==> src/design/pin_dir_pkg.sv <==
package pin_dir_pkg;

  // ==========================================================================
  // register map
  // ==========================================================================
  localparam logic [11:0] function_select_offset = 12'h010;
  localparam logic [11:0] pin_direction_offset   = 12'h014;
  localparam logic [31:0] function_select_reset  = 32'h00000000;
  localparam logic [31:0] pin_direction_reset    = 32'h00000000;

  // ==========================================================================
  // field positions
  // ==========================================================================
  localparam int rx_frame_sync_bit      = 31;
  localparam int rx_high_freq_clock_bit = 30;
  localparam int rx_bit_clock_bit       = 29;
  localparam int tx_frame_sync_bit      = 28;
  localparam int tx_high_freq_clock_bit = 27;
  localparam int tx_bit_clock_bit       = 26;
  localparam int mute_request_bit       = 25;
  localparam int serial_data_lsb        = 0;
  localparam int serial_data_count      = 4;

  // implemented bits: 31..25 and 3..0; 24..4 read zero
  localparam logic [31:0] implemented_mask = 32'hFE00000F;

  // pad controls gathered in one carrier
  typedef struct packed
  {
    logic       rx_frame_sync;
    logic       rx_high_freq_clock;
    logic       rx_bit_clock;
    logic       tx_frame_sync;
    logic       tx_high_freq_clock;
    logic       tx_bit_clock;
    logic       mute_request;
    logic [3:0] serial_data;
  } pad_ctrl_s;

endpackage

==> src/design/audio_port_pin_direction.sv <==
// Decided for this implementation: the APB slave port and the register addresses.
`timescale 1ns/1ps

module audio_port_pin_direction
#(
  parameter int data_pin_count = pin_dir_pkg::serial_data_count
)
(
  input  wire logic                   clock,
  input  wire logic                   srst,
  input  wire logic                   clk_en,
  input  wire logic                   psel,
  input  wire logic                   penable,
  input  wire logic                   pwrite,
  input  wire logic [11:0]            paddr,
  input  wire logic [31:0]            pwdata,
  input  wire logic [3:0]             pstrb,
  output logic      [31:0]            prdata,
  output logic                        pready,
  output logic                        pslverr,
  output pin_dir_pkg::pad_ctrl_s      pad_oe,
  output pin_dir_pkg::pad_ctrl_s      pad_func_reserved
);

  // ==========================================================================
  // register state
  // ==========================================================================
  logic [31:0] pin_direction_reg_q;
  logic [31:0] pin_direction_reg_d;
  logic [31:0] pin_function_select_q;
  logic [31:0] pin_function_select_d;
  logic [31:0] prdata_q;
  logic [31:0] prdata_d;
  logic        pslverr_q;
  logic        pslverr_d;

  function automatic logic [31:0] lane_merge
  (
    input logic [31:0] old_val,
    input logic [31:0] new_val,
    input logic [3:0]  strb
  );
    logic [31:0] res;
    res = old_val;
    for (int i = 0; i < 4; i++)
    begin
      if (strb[i])
      begin
        res[i*8 +: 8] = new_val[i*8 +: 8];
      end
    end
    return res & pin_dir_pkg::implemented_mask;
  endfunction

  logic access;
  logic setup;
  logic hit_dir;
  logic hit_func;

  assign access   = psel && penable;
  assign setup    = psel && !penable;
  assign hit_dir  = (paddr == pin_dir_pkg::pin_direction_offset);
  assign hit_func = (paddr == pin_dir_pkg::function_select_offset);
  assign pready   = 1'b1;

  // ==========================================================================
  // next state
  // ==========================================================================
  always_comb
  begin
    pin_direction_reg_d   = pin_direction_reg_q;
    pin_function_select_d = pin_function_select_q;
    prdata_d              = 32'h00000000;
    pslverr_d             = 1'b0;
    // the answer is built in the setup cycle so it can leave flops in the
    // access cycle with no wait state, and falls back to zero after it
    if (setup)
    begin
      pslverr_d = !(hit_dir || hit_func);
      if (!pwrite && hit_dir)
      begin
        prdata_d = pin_direction_reg_q & pin_dir_pkg::implemented_mask;
      end
      else if (!pwrite && hit_func)
      begin
        prdata_d = pin_function_select_q & pin_dir_pkg::implemented_mask;
      end
    end
    if (access && pwrite)
    begin
      // reserved lanes masked off so stray writes cannot stick
      if (hit_dir)
      begin
        pin_direction_reg_d = lane_merge(pin_direction_reg_q, pwdata, pstrb);
      end
      else if (hit_func)
      begin
        pin_function_select_d = lane_merge(pin_function_select_q, pwdata, pstrb);
      end
    end
  end

  always_ff @(posedge clock)
  begin
    if (srst)
    begin
      pin_direction_reg_q   <= pin_dir_pkg::pin_direction_reset;
      pin_function_select_q <= pin_dir_pkg::function_select_reset;
      prdata_q              <= 32'h00000000;
      pslverr_q             <= 1'b0;
    end
    else if (clk_en)
    begin
      pin_direction_reg_q   <= pin_direction_reg_d;
      pin_function_select_q <= pin_function_select_d;
      prdata_q              <= prdata_d;
      pslverr_q             <= pslverr_d;
    end
  end

  // answer leaves flops; a transfer whose setup edge fell with the clock
  // enable low returns a stale answer, so software must not read while frozen
  assign prdata  = prdata_q;
  assign pslverr = pslverr_q;

  // ==========================================================================
  // parameter check
  // ==========================================================================
  // the pad carrier has four data pin slots; no other count can be served
  if (data_pin_count != pin_dir_pkg::serial_data_count)
  begin : g_bad_count
    $error("data pin count must equal the pad carrier width");
  end

  // ==========================================================================
  // pad enables
  // ==========================================================================
  // enables come straight from flops; function select cannot override them
  always_comb
  begin
    pad_oe.rx_frame_sync      = pin_direction_reg_q[pin_dir_pkg::rx_frame_sync_bit];
    pad_oe.rx_high_freq_clock = pin_direction_reg_q[pin_dir_pkg::rx_high_freq_clock_bit];
    pad_oe.rx_bit_clock       = pin_direction_reg_q[pin_dir_pkg::rx_bit_clock_bit];
    pad_oe.tx_frame_sync      = pin_direction_reg_q[pin_dir_pkg::tx_frame_sync_bit];
    pad_oe.tx_high_freq_clock = pin_direction_reg_q[pin_dir_pkg::tx_high_freq_clock_bit];
    pad_oe.tx_bit_clock       = pin_direction_reg_q[pin_dir_pkg::tx_bit_clock_bit];
    pad_oe.mute_request       = pin_direction_reg_q[pin_dir_pkg::mute_request_bit];
    pad_oe.serial_data        = pin_direction_reg_q[pin_dir_pkg::serial_data_lsb +:
                                                    data_pin_count];
  end

  // a set bit flags the reserved selection so the pad mux can report it
  always_comb
  begin
    pad_func_reserved.rx_frame_sync      = pin_function_select_q[31];
    pad_func_reserved.rx_high_freq_clock = pin_function_select_q[30];
    pad_func_reserved.rx_bit_clock       = pin_function_select_q[29];
    pad_func_reserved.tx_frame_sync      = pin_function_select_q[28];
    pad_func_reserved.tx_high_freq_clock = pin_function_select_q[27];
    pad_func_reserved.tx_bit_clock       = pin_function_select_q[26];
    pad_func_reserved.mute_request       = pin_function_select_q[25];
    pad_func_reserved.serial_data        = pin_function_select_q[3:0];
  end

  // ==========================================================================
  // checks
  // ==========================================================================
  property p_dir_write;
    @(posedge clock) disable iff (srst)
      (clk_en && access && pwrite && hit_dir && pstrb == 4'hF)
      |=> (pad_oe.serial_data == $past(pwdata[3:0]));
  endproperty
  a_dir_write: assert property (p_dir_write) else $error("data pin enable not updated");

  property p_top_bits;
    @(posedge clock) disable iff (srst)
      (clk_en && access && pwrite && hit_dir && pstrb[3])
      |=> (pin_direction_reg_q[31:25] == $past(pwdata[31:25]));
  endproperty
  a_top_bits: assert property (p_top_bits) else $error("clock/sync enable not updated");

  property p_reserved_zero;
    @(posedge clock) disable iff (srst)
      (pin_direction_reg_q[24:4] == 21'h000000);
  endproperty
  a_reserved_zero: assert property (p_reserved_zero) else $error("reserved bit set");

  property p_read_reserved;
    @(posedge clock) disable iff (srst)
      (access && !pwrite && hit_dir) |-> (prdata[24:4] == 21'h000000);
  endproperty
  a_read_reserved: assert property (p_read_reserved) else $error("reserved read nonzero");

  property p_reset_input;
    @(posedge clock) $past(srst) |-> (pad_oe == '0);
  endproperty
  a_reset_input: assert property (p_reset_input) else $error("pin driven after reset");

  property p_rfs;
    @(posedge clock) disable iff (srst)
      pad_oe.rx_frame_sync == pin_direction_reg_q[31] && pad_oe.rx_high_freq_clock
      == pin_direction_reg_q[30] && pad_oe.rx_bit_clock == pin_direction_reg_q[29];
  endproperty
  a_rfs: assert property (p_rfs) else $error("receive pin enable mismatch");

  property p_tx;
    @(posedge clock) disable iff (srst)
      pad_oe.tx_frame_sync == pin_direction_reg_q[28] && pad_oe.tx_high_freq_clock
      == pin_direction_reg_q[27] && pad_oe.tx_bit_clock == pin_direction_reg_q[26];
  endproperty
  a_tx: assert property (p_tx) else $error("transmit pin enable mismatch");

  property p_mute;
    @(posedge clock) disable iff (srst)
      pad_oe.mute_request == pin_direction_reg_q[25];
  endproperty
  a_mute: assert property (p_mute) else $error("mute enable mismatch");

  property p_func_indep;
    @(posedge clock) disable iff (srst)
      (clk_en && access && pwrite && hit_func) |=> $stable(pad_oe);
  endproperty
  a_func_indep: assert property (p_func_indep) else $error("function write moved enable");

  property p_hold;
    @(posedge clock) disable iff (srst)
      (!clk_en) |=> $stable(pin_direction_reg_q);
  endproperty
  a_hold: assert property (p_hold) else $error("state moved with clock enable low");

  // answers are judged only for transfers whose setup edge was enabled and
  // out of reset; a frozen setup edge leaves a stale answer by design
  property p_err_resp;
    @(posedge clock) disable iff (srst)
      (access && $past(clk_en) && !$past(srst))
      |-> (pslverr == !(hit_dir || hit_func));
  endproperty
  a_err_resp: assert property (p_err_resp) else $error("error response wrong for address");

  property p_read_dir;
    @(posedge clock) disable iff (srst)
      (access && !pwrite && hit_dir && $past(clk_en) && !$past(srst))
      |-> (prdata == (pin_direction_reg_q & 32'hFE00000F));
  endproperty
  a_read_dir: assert property (p_read_dir) else $error("direction read data wrong");

  property p_read_func;
    @(posedge clock) disable iff (srst)
      (access && !pwrite && hit_func && $past(clk_en) && !$past(srst))
      |-> (prdata == (pin_function_select_q & 32'hFE00000F));
  endproperty
  a_read_func: assert property (p_read_func) else $error("function read data wrong");

  property p_strb_keep;
    @(posedge clock) disable iff (srst)
      (clk_en && access && pwrite && hit_dir && !pstrb[0]) |=> $stable(pad_oe.serial_data);
  endproperty
  a_strb_keep: assert property (p_strb_keep) else $error("disabled lane moved data pins");

  property p_unmapped_keep;
    @(posedge clock) disable iff (srst)
      (clk_en && access && pwrite && !hit_dir && !hit_func) |=> $stable(pin_direction_reg_q);
  endproperty
  a_unmapped_keep: assert property (p_unmapped_keep) else $error("unmapped write moved enables");

  property p_read_keep;
    @(posedge clock) disable iff (srst)
      (clk_en && access && !pwrite) |=> $stable(pin_direction_reg_q);
  endproperty
  a_read_keep: assert property (p_read_keep) else $error("read moved enables");

  property p_hold_func;
    @(posedge clock) disable iff (srst)
      (!clk_en) |=> $stable(pin_function_select_q);
  endproperty
  a_hold_func: assert property (p_hold_func) else $error("function select moved while frozen");

  property p_reset_func;
    @(posedge clock) $past(srst) |-> (pad_func_reserved == '0);
  endproperty
  a_reset_func: assert property (p_reset_func) else $error("reserved selection after reset");

  c_dir_write: cover property (@(posedge clock) access && pwrite && hit_dir);
  c_dir_read: cover property (@(posedge clock) access && !pwrite && hit_dir);
  c_bad_addr: cover property (@(posedge clock) access && pslverr);
  c_all_out: cover property (@(posedge clock) pad_oe == '1);
  // a write lost to the frozen clock enable
  c_frozen_write: cover property (@(posedge clock) !clk_en && access && pwrite);

endmodule

==> config.mk <==
export PLATFORM = sky130hd
export DESIGN_NAME = audio_port_pin_direction
export DESIGN_NICKNAME = d
export VERILOG_FILES = /design/src/design/pin_dir_pkg.sv /design/src/design/audio_port_pin_direction.sv
export SDC_FILE = /design/constraint.sdc
export NUM_CORES = 1
export LEC_CHECK = 0
export BUFFER_PORTS_ARGS = -buffer_cell sky130_fd_sc_hd__buf_2
export CAP_MARGIN = 20
export CELL_PAD_IN_SITES_DETAIL_PLACEMENT = 0
export CELL_PAD_IN_SITES_GLOBAL_PLACEMENT = 1
export CORE_UTILIZATION = 25
export DETAILED_ROUTE_END_ITERATION = 8
export GPL_TIMING_DRIVEN = 1
export PLACE_DENSITY_LB_ADDON = 0.1
export SLEW_MARGIN = 15
export SYNTH_ARGS = -nofsm -noshare
export SYNTH_HDL_FRONTEND = slang
export SYNTH_SLANG_ARGS = --single-unit
==> constraint.sdc <==
create_clock -name clock -period 1.8 [get_ports clock]
set_input_delay 0.09 -clock clock [delete_from_list [all_inputs] [get_ports clock]]
set_output_delay 0.09 -clock clock [all_outputs]
set_load 0.05 [all_outputs]
Word-level counts from Yosys, hierarchy flattened. Index checks and enable logic that the tools add are counted.

Output and inout port bits: 56. Input bits: 54. Word-level logic and storage cells: 26. Bits in registers: 55.

Bitwise gates (word level): 1. Reductions and logical operators: 13. Muxes and demuxes: 4. Equal/unequal tests: 2.

Operators with widths (number): 2-to-1 mux 32 bit (3); equality test 12 x 5 -> 1 bit (second input constant) (2); AND reduction 5 bit (2); AND reduction 4 bit (2); logical AND 1 bit (5); logical NOT 1 bit (3); logical OR 1 bit (1); 2-to-1 mux 1 bit (1); NOT 1 bit (1).

Logic depth before layout (Yosys ltp). Gate-level depths: netlist (run 1).

Word-level depth: 5. Gate-level depth with buffers: 6. Mapped depth without buffers: 4.

Least setup slack after synthesis (run 1). Ideal clock, no wire load.

Path kind: input -> register. Start: in paddr[1]. End: reg prdata_q[0] (netlist: prdata[0]). Arrival time: 1.707 ns. Path slack: 0.025 ns. Stages on the path: 5. Data required time: 1.732 ns. Library setup time: 0.068 ns. Path buffers: 1. Cell sequence: or4_4 or3_4 or4_4 buf_6 o21ai_2.

Cells in the longest elaborated chain, start to end: 5. Elaborated cells between the ends (all ways): 7. Those cells by class: eq/ne (2); mux (3); reduce/logical (2).

Ends and longest elaborated chain: from (decl) (line audio_port_pin_direction.sv:15) `input wire logic [11:0] paddr,`; equality test 12 x 5 -> 1 bit (line audio_port_pin_direction.sv:63) `assign hit_func = (paddr == pin_dir_pkg::function_select_offset);`; logical AND 1 bit (line audio_port_pin_direction.sv:84) `else if (!pwrite && hit_func)`; 2-to-1 mux 32 bit (line audio_port_pin_direction.sv:84); 2-to-1 mux 32 bit (*) (line audio_port_pin_direction.sv:80) `if (!pwrite && hit_dir)`; 2-to-1 mux 32 bit (*) (line audio_port_pin_direction.sv:77) `if (setup)`; to (signal assigned) (line audio_port_pin_direction.sv:116) `prdata_q <= prdata_d;`; to (decl) (line audio_port_pin_direction.sv:32) `logic [31:0] prdata_q;`.

Every way passes the cells marked *; elsewhere a longest branch is shown, timed or not. A chain may end at the register's enable or synchronous reset.

Final worst setup path (run 1).
Start: in paddr[1]. End: reg prdata_q[29] (netlist: prdata[29]).

The elaborated chain is that of the path after synthesis.

==> impl_results.md, run 1 <==
* Clock Latency Late Sink at 0.29 ns
* Drt drc at 0
* Setup CP Type: in -> reg
* Final worst path period share at 89.4%
* CTS Buffer Depth at 2
* Met2 wire length at 2.16 mm
* Antenna-violating nets left at 0
* Vias at 1,515
* Setup Total Neg Slack at 0 ns
* Gate Count Post-Synth at 191
* Worst slew pin tran at 0.745 ns
* Fin. Hold Viols at 0
* Top-Level Pins at 110
* Power, Total at 0.00154 W
* Mapped Avg Cell Area at 8.51 sq um
* Drt pass-1 iters at 4
* Wire length on met3 at 310 microns
* Clock-pin transition on the worst setup and hold timing paths at 0.07 ns
* Largest net degree at the start of global routing at 24
* Post-synthesis adder-cell area fraction at 0%
* Mux cell area share after synthesis at 6.77%
* Number of synthesized register bits at 34
* Yosys warning total at 0
* Postcts setup bufs at 0
* Final Skew at 0.00268 ns
* HPWL Detailed at 3.49 mm
* Met1 WL at 2.22 mm
* Relative slew slack at 50.2%
* Critical path arrival at 1.83 ns
* Final period demand of the worst path at 1.61 ns
* Die area at 6830 sq um
* Commonest non-fill, non-tap cell in the layout: buf_2
* Hold-fix buffers, CTS at 0
* Antenna violations before repair at 0
* Final Hold Slack at 0.0649 ns
* Final setup fails at 0
* Layout cells sized above 1 at 37.6%
* Synth-to-layout area growth at 27.9%
* Number of global-route vias before repair at 1,398
* Core ar. at 6310 sq um
* # diodes at 0
* Compound-Gate Fraction of Synth Area at 19.6%
* VDD IR max at 0.000243 V
* PD cells at 743 nW/um^2
* Mapped Area at 1630 sq um
* Outcome: completed
* Initial DRC Count at 68
* First-pass GRT wire length at 7.27 mm
* Grt ovf at 0
* CTS root buffer: clkbuf_8
* Flip-flop and latch area at 681 sq um
* Slew Limit Fails at 0
* CP required at 2.02 ns
* XOR/XNOR share of the synthesized area at 0%
* DR top layer: met4
* CTS tree: done
* Multi-input logic area at 803 sq um
* Core Rows at 29
* Via-to-Cell Ratio at 4.52
* Post-Synth Simple-Gate Area at 17.2%
* CTS H-tree depth at 2
* Setup crit end kind: flip-flop
* CTS resizes at 0
* Routed WL at 4.75 mm
* RSZ-0062 raised after global routing: no
* Nets@finish at 311
* Max-capacitance violation count at 0
* Type of origin of the critical path: input port
* R2R Setup Slk at 1.10 ns
* Clock sinks at 34
* Starting Density at 25.7%
* Port bufs at 64
* Die W at 82.6 microns
* Min-Delay Path Class: in -> reg
* Die Ht at 82.6 microns
* Placer Congestion at 0.659
* Worst-path maximum fanout at 11
* Largest family of logic cells by synthesized area: compound AO/OA/AOI/OAI gates
* Maximum clock rate at 622 MHz
* CTS buffer count at 5
* Unique cell type count in the Yosys netlist at 23
* Sequential-to-total area share from yosys stat at 41.9%
* FILL cells at 726
* Global Route Usage Sum at 14.7%
* Most frequent cells in the layout: buf_2, dfxtp_1, nand3_1
* Wire per inst at 14.2 microns
* Leak at 0.920 nW
-- per-layer routing --
layer | vias to the layer above | GRT usage (%)
met5 | - | 0
met3 | 6 | 3.85
met1 | 689 | 19.6
met2 | 62 | 23.1
met4 | 0 | 4.66
li1 | 758 | -
-- Yosys cell counts (all sizes together) --
cell / instances / area share [%]
or4: 2 / 1.4
clkbuf: 13 / 3.0
or4b: 1 / 0.62
or2b: 1 / 0.46
dfxtp: 34 / 42
mux2i: 11 / 6.8
nand3b: 1 / 0.46
and2: 2 / 0.77
buf: 23 / 11
nand2: 11 / 2.5
nor4: 2 / 0.77
a21oi: 23 / 7.1
nor2: 1 / 0.23
inv: 1 / 0.23
or3: 2 / 1.1
nand3: 26 / 8.0
and4: 1 / 0.54
o21ai: 33 / 12
nand2b: 1 / 0.39
conb: 2 / 0.46
-- sequential cells by signal, indices dropped and copies added (netlist names) --
name	count
pin_direction_reg_q	11
pin_function_select_q	11
prdata	11
pslverr	1
-- stage by stage --
| stage | instances | util [%] | worst slack, ns | area [sq um] |
|---|---|---|---|---|
| after global routing | 335 | 32.9 | 0.155 | 2080 |
| after global placement | 327 | 31.5 | -0.102 | 1990 |
| after CTS | 335 | 32.9 | 0.185 | 2080 |
| final | 335 | 32.9 | 0.191 | 2080 |
| after floorplan | 211 | - | 0.0249 | 1700 |
| after detailed placement | 327 | 31.5 | -0.117 | 1990 |
-- worst max-delay path, stage by stage --
cell,delay [ns]
buf_2,0.09
or4_4,0.52
or3_4,0.38
or4_4,0.55
o21ai_0,0.19
-- report_power, final --
part | internal (W) | switching [W] | total [W] | leakage [nW]
Sequential | 0.000752 | 0.000000445 | 0.000753 | 0.274
Combinational | 0.0000397 | 0.000151 | 0.000191 | 0.598
Clock | 0.000309 | 0.000291 | 0.000600 | 0.0482
Total | 0.00110 | 0.000443 | 0.00154 | 0.920
-- path summary, 6_finish.rpt --
| check | startpoint | to | cells past startpoint |
|---|---|---|---|
| setup reg to reg | pin_direction_reg_q[2]$_SDFFE_PP0P_ | prdata[2]$_SDFFE_PP0P_ | 2 |
| hold / removal | pwdata[26] | pin_function_select_q[26]$_SDFFE_PP0P_ | 3 |
| hold reg to reg | prdata[2]$_SDFFE_PP0P_ | prdata[2]$_SDFFE_PP0P_ | 2 |
| setup / recovery | paddr[1] | prdata[29]$_SDFFE_PP0P_ | 5 |
-- cell families after synthesis --
logic type,count (synthesis)
multiplexers,11
AO/OA/AOI/OAI,56
buffers and inverters,37
flip-flops,34
other,2
AND/OR/NAND/NOR,51
-- layout make-up --
cell class,instances,share of cell area [%]
Clock inverter,1,0.241
Tap cell,77,4.64
Clock buffer,7,4.15
Inverter,1,0.181
Timing Repair Buffer,75,19.4
Sequential cell,34,32.8
Multi-Input combinational cell,140,38.7
Note: power is estimated with default switching activity, not from simulation.
==> run 2, diff against run 1 <==
- ABC_AREA: default -> 1
==> run 2 against run 1 <==
  * Via count grew 15%
  * Critical path type is now reg -> out
  * Synthesized area grew 13%
  * Clock skew grew 0.0014 ns
  * Power shrank 2.0%
  * First-iteration DRC count shrank 18%
  * Critical endpoint is now pad_func_reserved[7]
  * Global-route usage shrank 1.4 points
  * Routed wire length grew 2.8%
  * Final area grew 7.5%
  * Maximum frequency grew 53%
  * Die area grew 13%
  * Largest power group unchanged
  * Setup slack gained 0.56 ns
  * Sequential power is essentially flat
==> impl_results.md, run 2 <==
* Outcome: completed
* R2R Setup Slk at 0.90 ns (-0.20 ns)
* Asr flop ratio synth at 0% (unchanged)
* Drt drc at 0 (unchanged)
* Wire per inst at 11.1 microns (-22%)
* Commonest non-fill, non-tap cell in the layout: nand2_1
* Power, Total at 0.00151 W (-2.0%)
* Core ar. at 6940 sq um (+10%)
* Predominant post-synthesis flop cell: dfxtp_1
* Final worst path period share at 58.5% (-31 points)
* CP required at 1.71 ns (-0.31 ns)
* Final Skew at 0.00409 ns (+0.00141 ns)
* Global Route Usage Sum at 13.3% (-1.4 points)
* Fin. Hold Viols at 0 (unchanged)
* Number of synthesized register bits at 34 (unchanged)
* EDFF count, synth at 0 (unchanged)
* Vias at 1,748 (+15%)
* Worst slack, placed at 0.446 ns (+0.563 ns)
* Worst path cell trace: buf_2
* Worst Reg-to-Reg Cells at 6 (+4)
* Gate power share at 12.6% (+0.2 points)
* Met1 global-route usage at 18.0% (-1.6 points)
* Antenna violations before repair at 0 (unchanged)
* Synth-to-layout area growth at 21.4%
* VDD IR max at 0.000204 V (-16%)
* Yosys warning total at 0 (unchanged)
* RSZ-0062 raised after global routing: no
* # diodes at 0 (unchanged)
* Clock Power Share at 37.6% (-1.3 points)
* Met3 GRT Util at 3.49% (-0.36 points)
* Die Ht at 87.8 microns (+6.2%)
* CTS tree: done
* Worst path depth at 1 (-4)
* Crit Reg-Reg Endpoint: prdata[29]$_SDFFE_PP0P_
* Postcts setup bufs at 0 (unchanged)
* Top delay family on crit path: flip-flops
* Crit path largest cell delay at 0.39 ns (-0.16 ns)
* CTS resizes at 0 (unchanged)
* Placer Congestion at 0.644 (-2.2%)
* Setup Total Neg Slack at 0 ns (unchanged)
* Starting Density at 26.5% (+0.74 points)
* Top-Level Pins at 110 (unchanged)
* Sequential-to-total area share from yosys stat at 37.0% (-4.9 points)
* Min-Delay Path Class: in -> reg
* Final period demand of the worst path at 1.05 ns (-0.556 ns)
* Relative slew slack at 63.8% (+14 points)
* CTS root buffer: clkbuf_8
* Synth area leader: dfxtp_1
* Most frequent cells in the layout: nand2_1, buf_2, nor2_1
* CTS buffer count at 5 (unchanged)
* Clock-pin transition on the worst setup and hold timing paths at 0.07 ns (about the same)
* PD cells at 677 nW/um^2 (-8.8%)
* Setup crit end kind: output pin
* Hold-fix buffers, CTS at 0 (unchanged)
* Gate Count Post-Synth at 285 (+49%)
* Initial DRC Count at 56 (-18%)
* Slew Limit Fails at 0 (unchanged)
* Synth top area cells: dfxtp_1, nand2_1, nor2_1, buf_4, nand4_1
* Most frequent cell after synthesis: nand2_1
* Type of origin of the critical path: flip-flop
* Critical path arrival at 0.96 ns (-0.87 ns)
* Clock Latency Late Sink at 0.28 ns (about the same)
* Setup CP Type: reg -> out
* Worst-path maximum fanout at 3 (-8)
* CTS H-tree depth at 2 (unchanged)
* Worst slew pin tran at 0.543 ns (-0.202 ns)
* Leak at 1.25 nW (+35%)
* Via-to-Cell Ratio at 3.96 (-12%)
* HPWL Detailed at 3.64 mm (+4.5%)
* Grt ovf at 0 (unchanged)
* Port bufs at 64 (unchanged)
* Core Rows at 30 (+3.4%)
* Layout cells sized above 1 at 23.8% (-14 points)
* NetSw at 0.000432 W (-2.5%)
* Routed WL at 4.88 mm (+2.8%)
* Max-capacitance violation count at 0 (unchanged)
* Maximum clock rate at 950 MHz (+53%)
* CTS Buffer Depth at 2 (unchanged)
* Mapped Area at 1840 sq um (+13%)
* Int Pwr at 0.00108 W (-1.8%)
* Die area at 7700 sq um (+13%)
* Post-synth top cells: nand2_1, nor2_1, dfxtp_1
* Clock sinks at 34 (unchanged)
* Largest net degree at the start of global routing at 23 (-4.2%)
* Drt pass-1 iters at 4 (unchanged)
* Mapped Avg Cell Area at 6.45 sq um (-24%)
* End of the critical path: pad_func_reserved[7]
* Flop pwr share at 49.8% (+1.0 points)
* Area share of the largest cell type after synthesis at 37.0% (-4.9 points)
* Switching share of power at 28.5% (-0.13 points)
* Final WS setup at 0.747 ns (+0.556 ns)
* Nets@finish at 400 (+29%)
* Global routing's busiest layer: met2
* CP startpoint: pin_function_select_q[28]$_SDFFE_PP0P_
* First-pass GRT wire length at 7.78 mm (+6.9%)
* Reg-to-Reg Start: pin_direction_reg_q[29]$_SDFFE_PP0P_
* Number of global-route vias before repair at 1,566 (+12%)
* Final setup fails at 0 (unchanged)
* Slowest-stage cell, CP: dfxtp_1
* Met2 Use GR at 20.7% (-2.4 points)
* Die W at 87.8 microns (+6.2%)
* Antenna-violating nets left at 0 (unchanged)
* Unique cell type count in the Yosys netlist at 20 (-13%)
* Worst Path Buf+Inv at 1 (unchanged)
==> run 2: cell types whose count changed after synthesis, sizes merged, moves of 6 or more <==
cell    previous run  this run
nor2               1        54
buf               23        29
a21oi             23        13
nand2             11        87
mux2i             11         0
nand4              0        20
clkbuf            13         4
o21ai             33         0
inv                1        34
nand3             26         4
==> run 2: worst min-delay path, cell delays in order <==
cell	delay, ns
buf_2	0.09
nor2_1	0.04
nor2_1	0.08
==> run 2: cell families (layout without fill, tap and decap cells) <==
group | after synthesis | in the layout | share of synthesized area (%)
AND/OR/NAND/NOR | 168 | 168 | 39.6
buffers and inverters | 68 | 108 | 19.5
other | 2 | 22 | 0.408
AO/OA/AOI/OAI | 13 | 13 | 3.54
flip-flops | 34 | 34 | 37.0
==> run 2: metal layers <==
layer / routed length [microns] / up-vias
met2: 2120 / 56
li1: - / 948
met4: 29 / 0
met3: 276 / 2
met1: 2450 / 742
met5: 0 / -
==> run 2: power by group through the flow <==
| stage | registers [W] | clock network [W] | logic, W |
|---|---|---|---|
| after floorplan | 0.000773 | 0 | 0.000177 |
| after global placement | 0.000770 | 0 | 0.000192 |
| after detailed placement | 0.000770 | 0 | 0.000192 |
| after CTS | 0.000753 | 0.000594 | 0.000192 |
| after global routing | 0.000753 | 0.000624 | 0.000206 |
| final | 0.000753 | 0.000569 | 0.000191 |
==> run 2: how the worst min path moves through the flow <==
stage / cells after the start / to / start
floorplan: 1 / prdata[29]$_SDFFE_PP0P_ / srst
global placement: 3 / pin_function_select_q[2]$_SDFFE_PP0P_ / pwdata[2]
detailed placement: 3 / pin_direction_reg_q[27]$_SDFFE_PP0P_ / pwdata[27]
CTS: 3 / pin_direction_reg_q[1]$_SDFFE_PP0P_ / pwdata[1]
global route: 3 / pin_direction_reg_q[31]$_SDFFE_PP0P_ / pwdata[31]
finish: 3 / pin_direction_reg_q[1]$_SDFFE_PP0P_ / pwdata[1]
==> run 2: per-stage QoR <==
stage | util (%) | hold WS (ns) | instances | instance area, sq um
floorplan | - | 0.159 | 305 | 1910
global placement | 31.0 | 0.337 | 435 | 2150
detailed placement | 31.0 | 0.336 | 435 | 2150
CTS | 32.2 | 0.0380 | 441 | 2230
global route | 32.2 | 0.0423 | 441 | 2230
finish | 32.2 | 0.0433 | 441 | 2230
==> run 2: area by class of cell <==
cell class	instances	area, sq um
Clock buffer	6	82.6
Fill cell	816	4710
Inverter	35	131
Multi-Input combinational cell	203	876
Sequential cell	34	681
Tap cell	96	120
Timing Repair Buffer	67	343
==> run 3, diff against run 2 <==
- ABC_AREA: 1 -> 0
- clock period: 1.8 -> 0.9 ns (I/O delays scaled with it)
==> run 3 against run 2 <==
  * The run now ends with negative setup slack left
  * Register-to-register slack got worse by 0.72 ns
  * Clock power rose by 99%
  * Power is 100% higher
  * Clock skew down 0.0016 ns
  * Non-clock buffer count grew 20
  * Routed wire length is 4.7% higher
  * Worst hold slack got worse by 0.024 ns
  * Sequential share of layout area down 2.5 points
  * Cell count fell by 22%
  * Critical path type is now in -> reg
  * Critical endpoint is now prdata[31]$_SDFFE_PP0P_
  * Largest cell class unchanged
  * Largest power group unchanged
==> impl_results.md, run 3 (synthesized netlist as in run 1, its figures left out) <==
* Flip-flop and latch area at 707 sq um (+3.9%)
* Clock Latency Late Sink at 0.28 ns (about the same)
* Layout cells sized above 1 at 52.8% (+29 points)
* Switching share of power at 28.0% (-0.57 points)
* Antenna violations before repair at 0 (unchanged)
* Type of origin of the critical path: input port
* Clock-pin transition on the worst setup and hold timing paths at 0.07 ns (about the same)
* Placer Congestion at 0.718 (+11%)
* Core Rows at 29 (-3.3%)
* Failing checks: negative setup slack
* Synth-to-layout area growth at 55.2%
* Die Ht at 82.6 microns (-5.9%)
* Top-Level Pins at 110 (unchanged)
* Slew Limit Fails at 0 (unchanged)
* DR top layer: met4
* Final Skew at 0.00253 ns (-0.00157 ns)
* CP required at 1.12 ns (-0.59 ns)
* Grt ovf at 0 (unchanged)
* Global Route Usage Sum at 14.7% (+1.4 points)
* Clock Power Share at 37.0% (-0.6 points)
* Setup crit end kind: flip-flop
* Core ar. at 6310 sq um (-9.1%)
* Int Pwr at 0.00219 W (+100%)
* Initial DRC Count at 41 (-27%)
* Number of global-route vias before repair at 1,441 (-8.0%)
* FILL cells at 660 (-19%)
* Maximum clock rate at 660 MHz
* Multi-input logic area at 891 sq um (+1.7%)
* Outcome: complete, but fails checks
* Routed WL at 5.11 mm (+4.7%)
* Drt pass-1 iters at 4 (unchanged)
* Fin area at 2520 sq um (+13%)
* Fin. Hold Viols at 0 (unchanged)
* HPWL Detailed at 3.51 mm (-3.6%)
* Most frequent cells in the layout: buf_6, buf_2, nand3_1
* Gate power share at 13.5% (+0.9 points)
* Final worst path period share at 168%
* Starting Density at 25.7% (-0.74 points)
* Largest net degree at the start of global routing at 25 (+8.7%)
* CTS Buffer Depth at 2 (unchanged)
* # diodes at 0 (unchanged)
* CTS H-tree depth at 2 (unchanged)
* Max-capacitance violation count at 0 (unchanged)
* Min-Delay Path Class: in -> reg
* Vias at 1,601 (-8.4%)
* Worst-path maximum fanout at 6 (+3)
* Die W at 82.6 microns (-5.9%)
* Setup CP Type: in -> reg
* First-pass GRT wire length at 7.24 mm (-6.9%)
* Final Hold Slack at 0.0193 ns (-0.0240 ns)
* CTS buffer count at 5 (unchanged)
* Nets@finish at 324 (-19%)
* Via-to-Cell Ratio at 4.63 (+17%)
* Final setup fails at 34 (+34)
* CTS tree: done
* Met1 WL at 2.32 mm (-5.1%)
* NetSw at 0.000851 W (+97%)
* Leak at 1.04 nW (-17%)
* Commonest non-fill, non-tap cell in the layout: buf_6
* Clock sinks at 34 (unchanged)
* Setup Total Neg Slack at -18.41 ns (-18.41 ns)
* Critical path arrival at 1.73 ns (+0.77 ns)
* Cell Count, Final, Fillers Out at 346 (-22%)
* CTS root buffer: clkbuf_8
* Antenna-violating nets left at 0 (unchanged)
* Wire length on met3 at 242 microns (-12%)
* Flop pwr share at 49.5% (-0.3 points)
* Final WS setup at -0.615 ns (-1.36 ns)
* Drt drc at 0 (unchanged)
* Die area at 6830 sq um (-11%)
* Final period demand of the worst path at 1.52 ns
* Placed Area at 2050 sq um (-4.5%)
* Wire per inst at 14.8 microns (+33%)
* PD cells at 1210 nW/um^2 (+78%)
* Dpl cells at 336 (-23%)
* Met2 wire length at 2.48 mm (+17%)
* Port bufs at 64 (unchanged)
* RSZ-0062 raised after global routing: yes
* VDD IR max at 0.000597 V (+190%)
## run 3: power groups by stage
stage          clock, W  sequential, W  combinational, W
2_1_floorplan         0        0.00155          0.000341
3_3_place_gp          0        0.00154          0.000396
3_5_place_dp          0        0.00154          0.000394
4_1_cts         0.00116        0.00151          0.000402
5_1_grt         0.00123        0.00150          0.000432
6_report        0.00113        0.00151          0.000409
## run 3: area by class of cell
cell class | instances | share of cell area (%)
Clock buffer | 6 | 3.27
Inverter | 1 | 0.149
Multi-Input combinational cell | 141 | 35.3
Sequential cell | 34 | 28.0
Tap cell | 77 | 3.82
Timing Repair Buffer | 87 | 29.4
## run 3: repair_timing
| item | in CTS | in global routing |
|---|---|---|
| gates resized for setup | 57 | 74 |
| pin swaps | 3 | 3 |
| endpoints found under the setup margin | 68 | 60 |
| gates cloned | 1 | 2 |
| hold buffers | 0 | 0 |
| setup buffers | 0 | 1 |
## run 3: per-stage QoR
stage / utilization, % / worst slack [ns] / total power (W)
CTS: 36.6 / -0.620 / 0.00307
detailed placement: 32.5 / -0.981 / 0.00194
finish: 40.0 / -0.615 / 0.00304
global placement: 32.5 / -0.960 / 0.00194
global route: 40.0 / -0.640 / 0.00316
floorplan: - / -0.830 / 0.00189
## run 3: critical path: stages
cell,delay [ns]
buf_6,0.09
or4_4,0.52
or3_4,0.40
or4_4,0.51
o21ai_2,0.17
## run 3: path summary, 6_finish.rpt
kind,cells past startpoint,startpoint,slack (ns),endpoint
setup / recovery,5,paddr[1],-0.62,prdata[31]$_SDFFE_PP0P_
hold reg to reg,2,prdata[25]$_SDFFE_PP0P_,0.46,prdata[25]$_SDFFE_PP0P_
setup reg to reg,2,pin_direction_reg_q[3]$_SDFFE_PP0P_,0.18,prdata[3]$_SDFFE_PP0P_
hold / removal,3,pwdata[1],0.02,pin_direction_reg_q[1]$_SDFFE_PP0P_
## run 3: per-layer routing
layer  GRT usage (%)  vias to the layer above
met5               0                        -
met3            3.74                        4
li1                -                      784
met2            24.5                       54
met4            4.14                        0
met1            18.7                      759
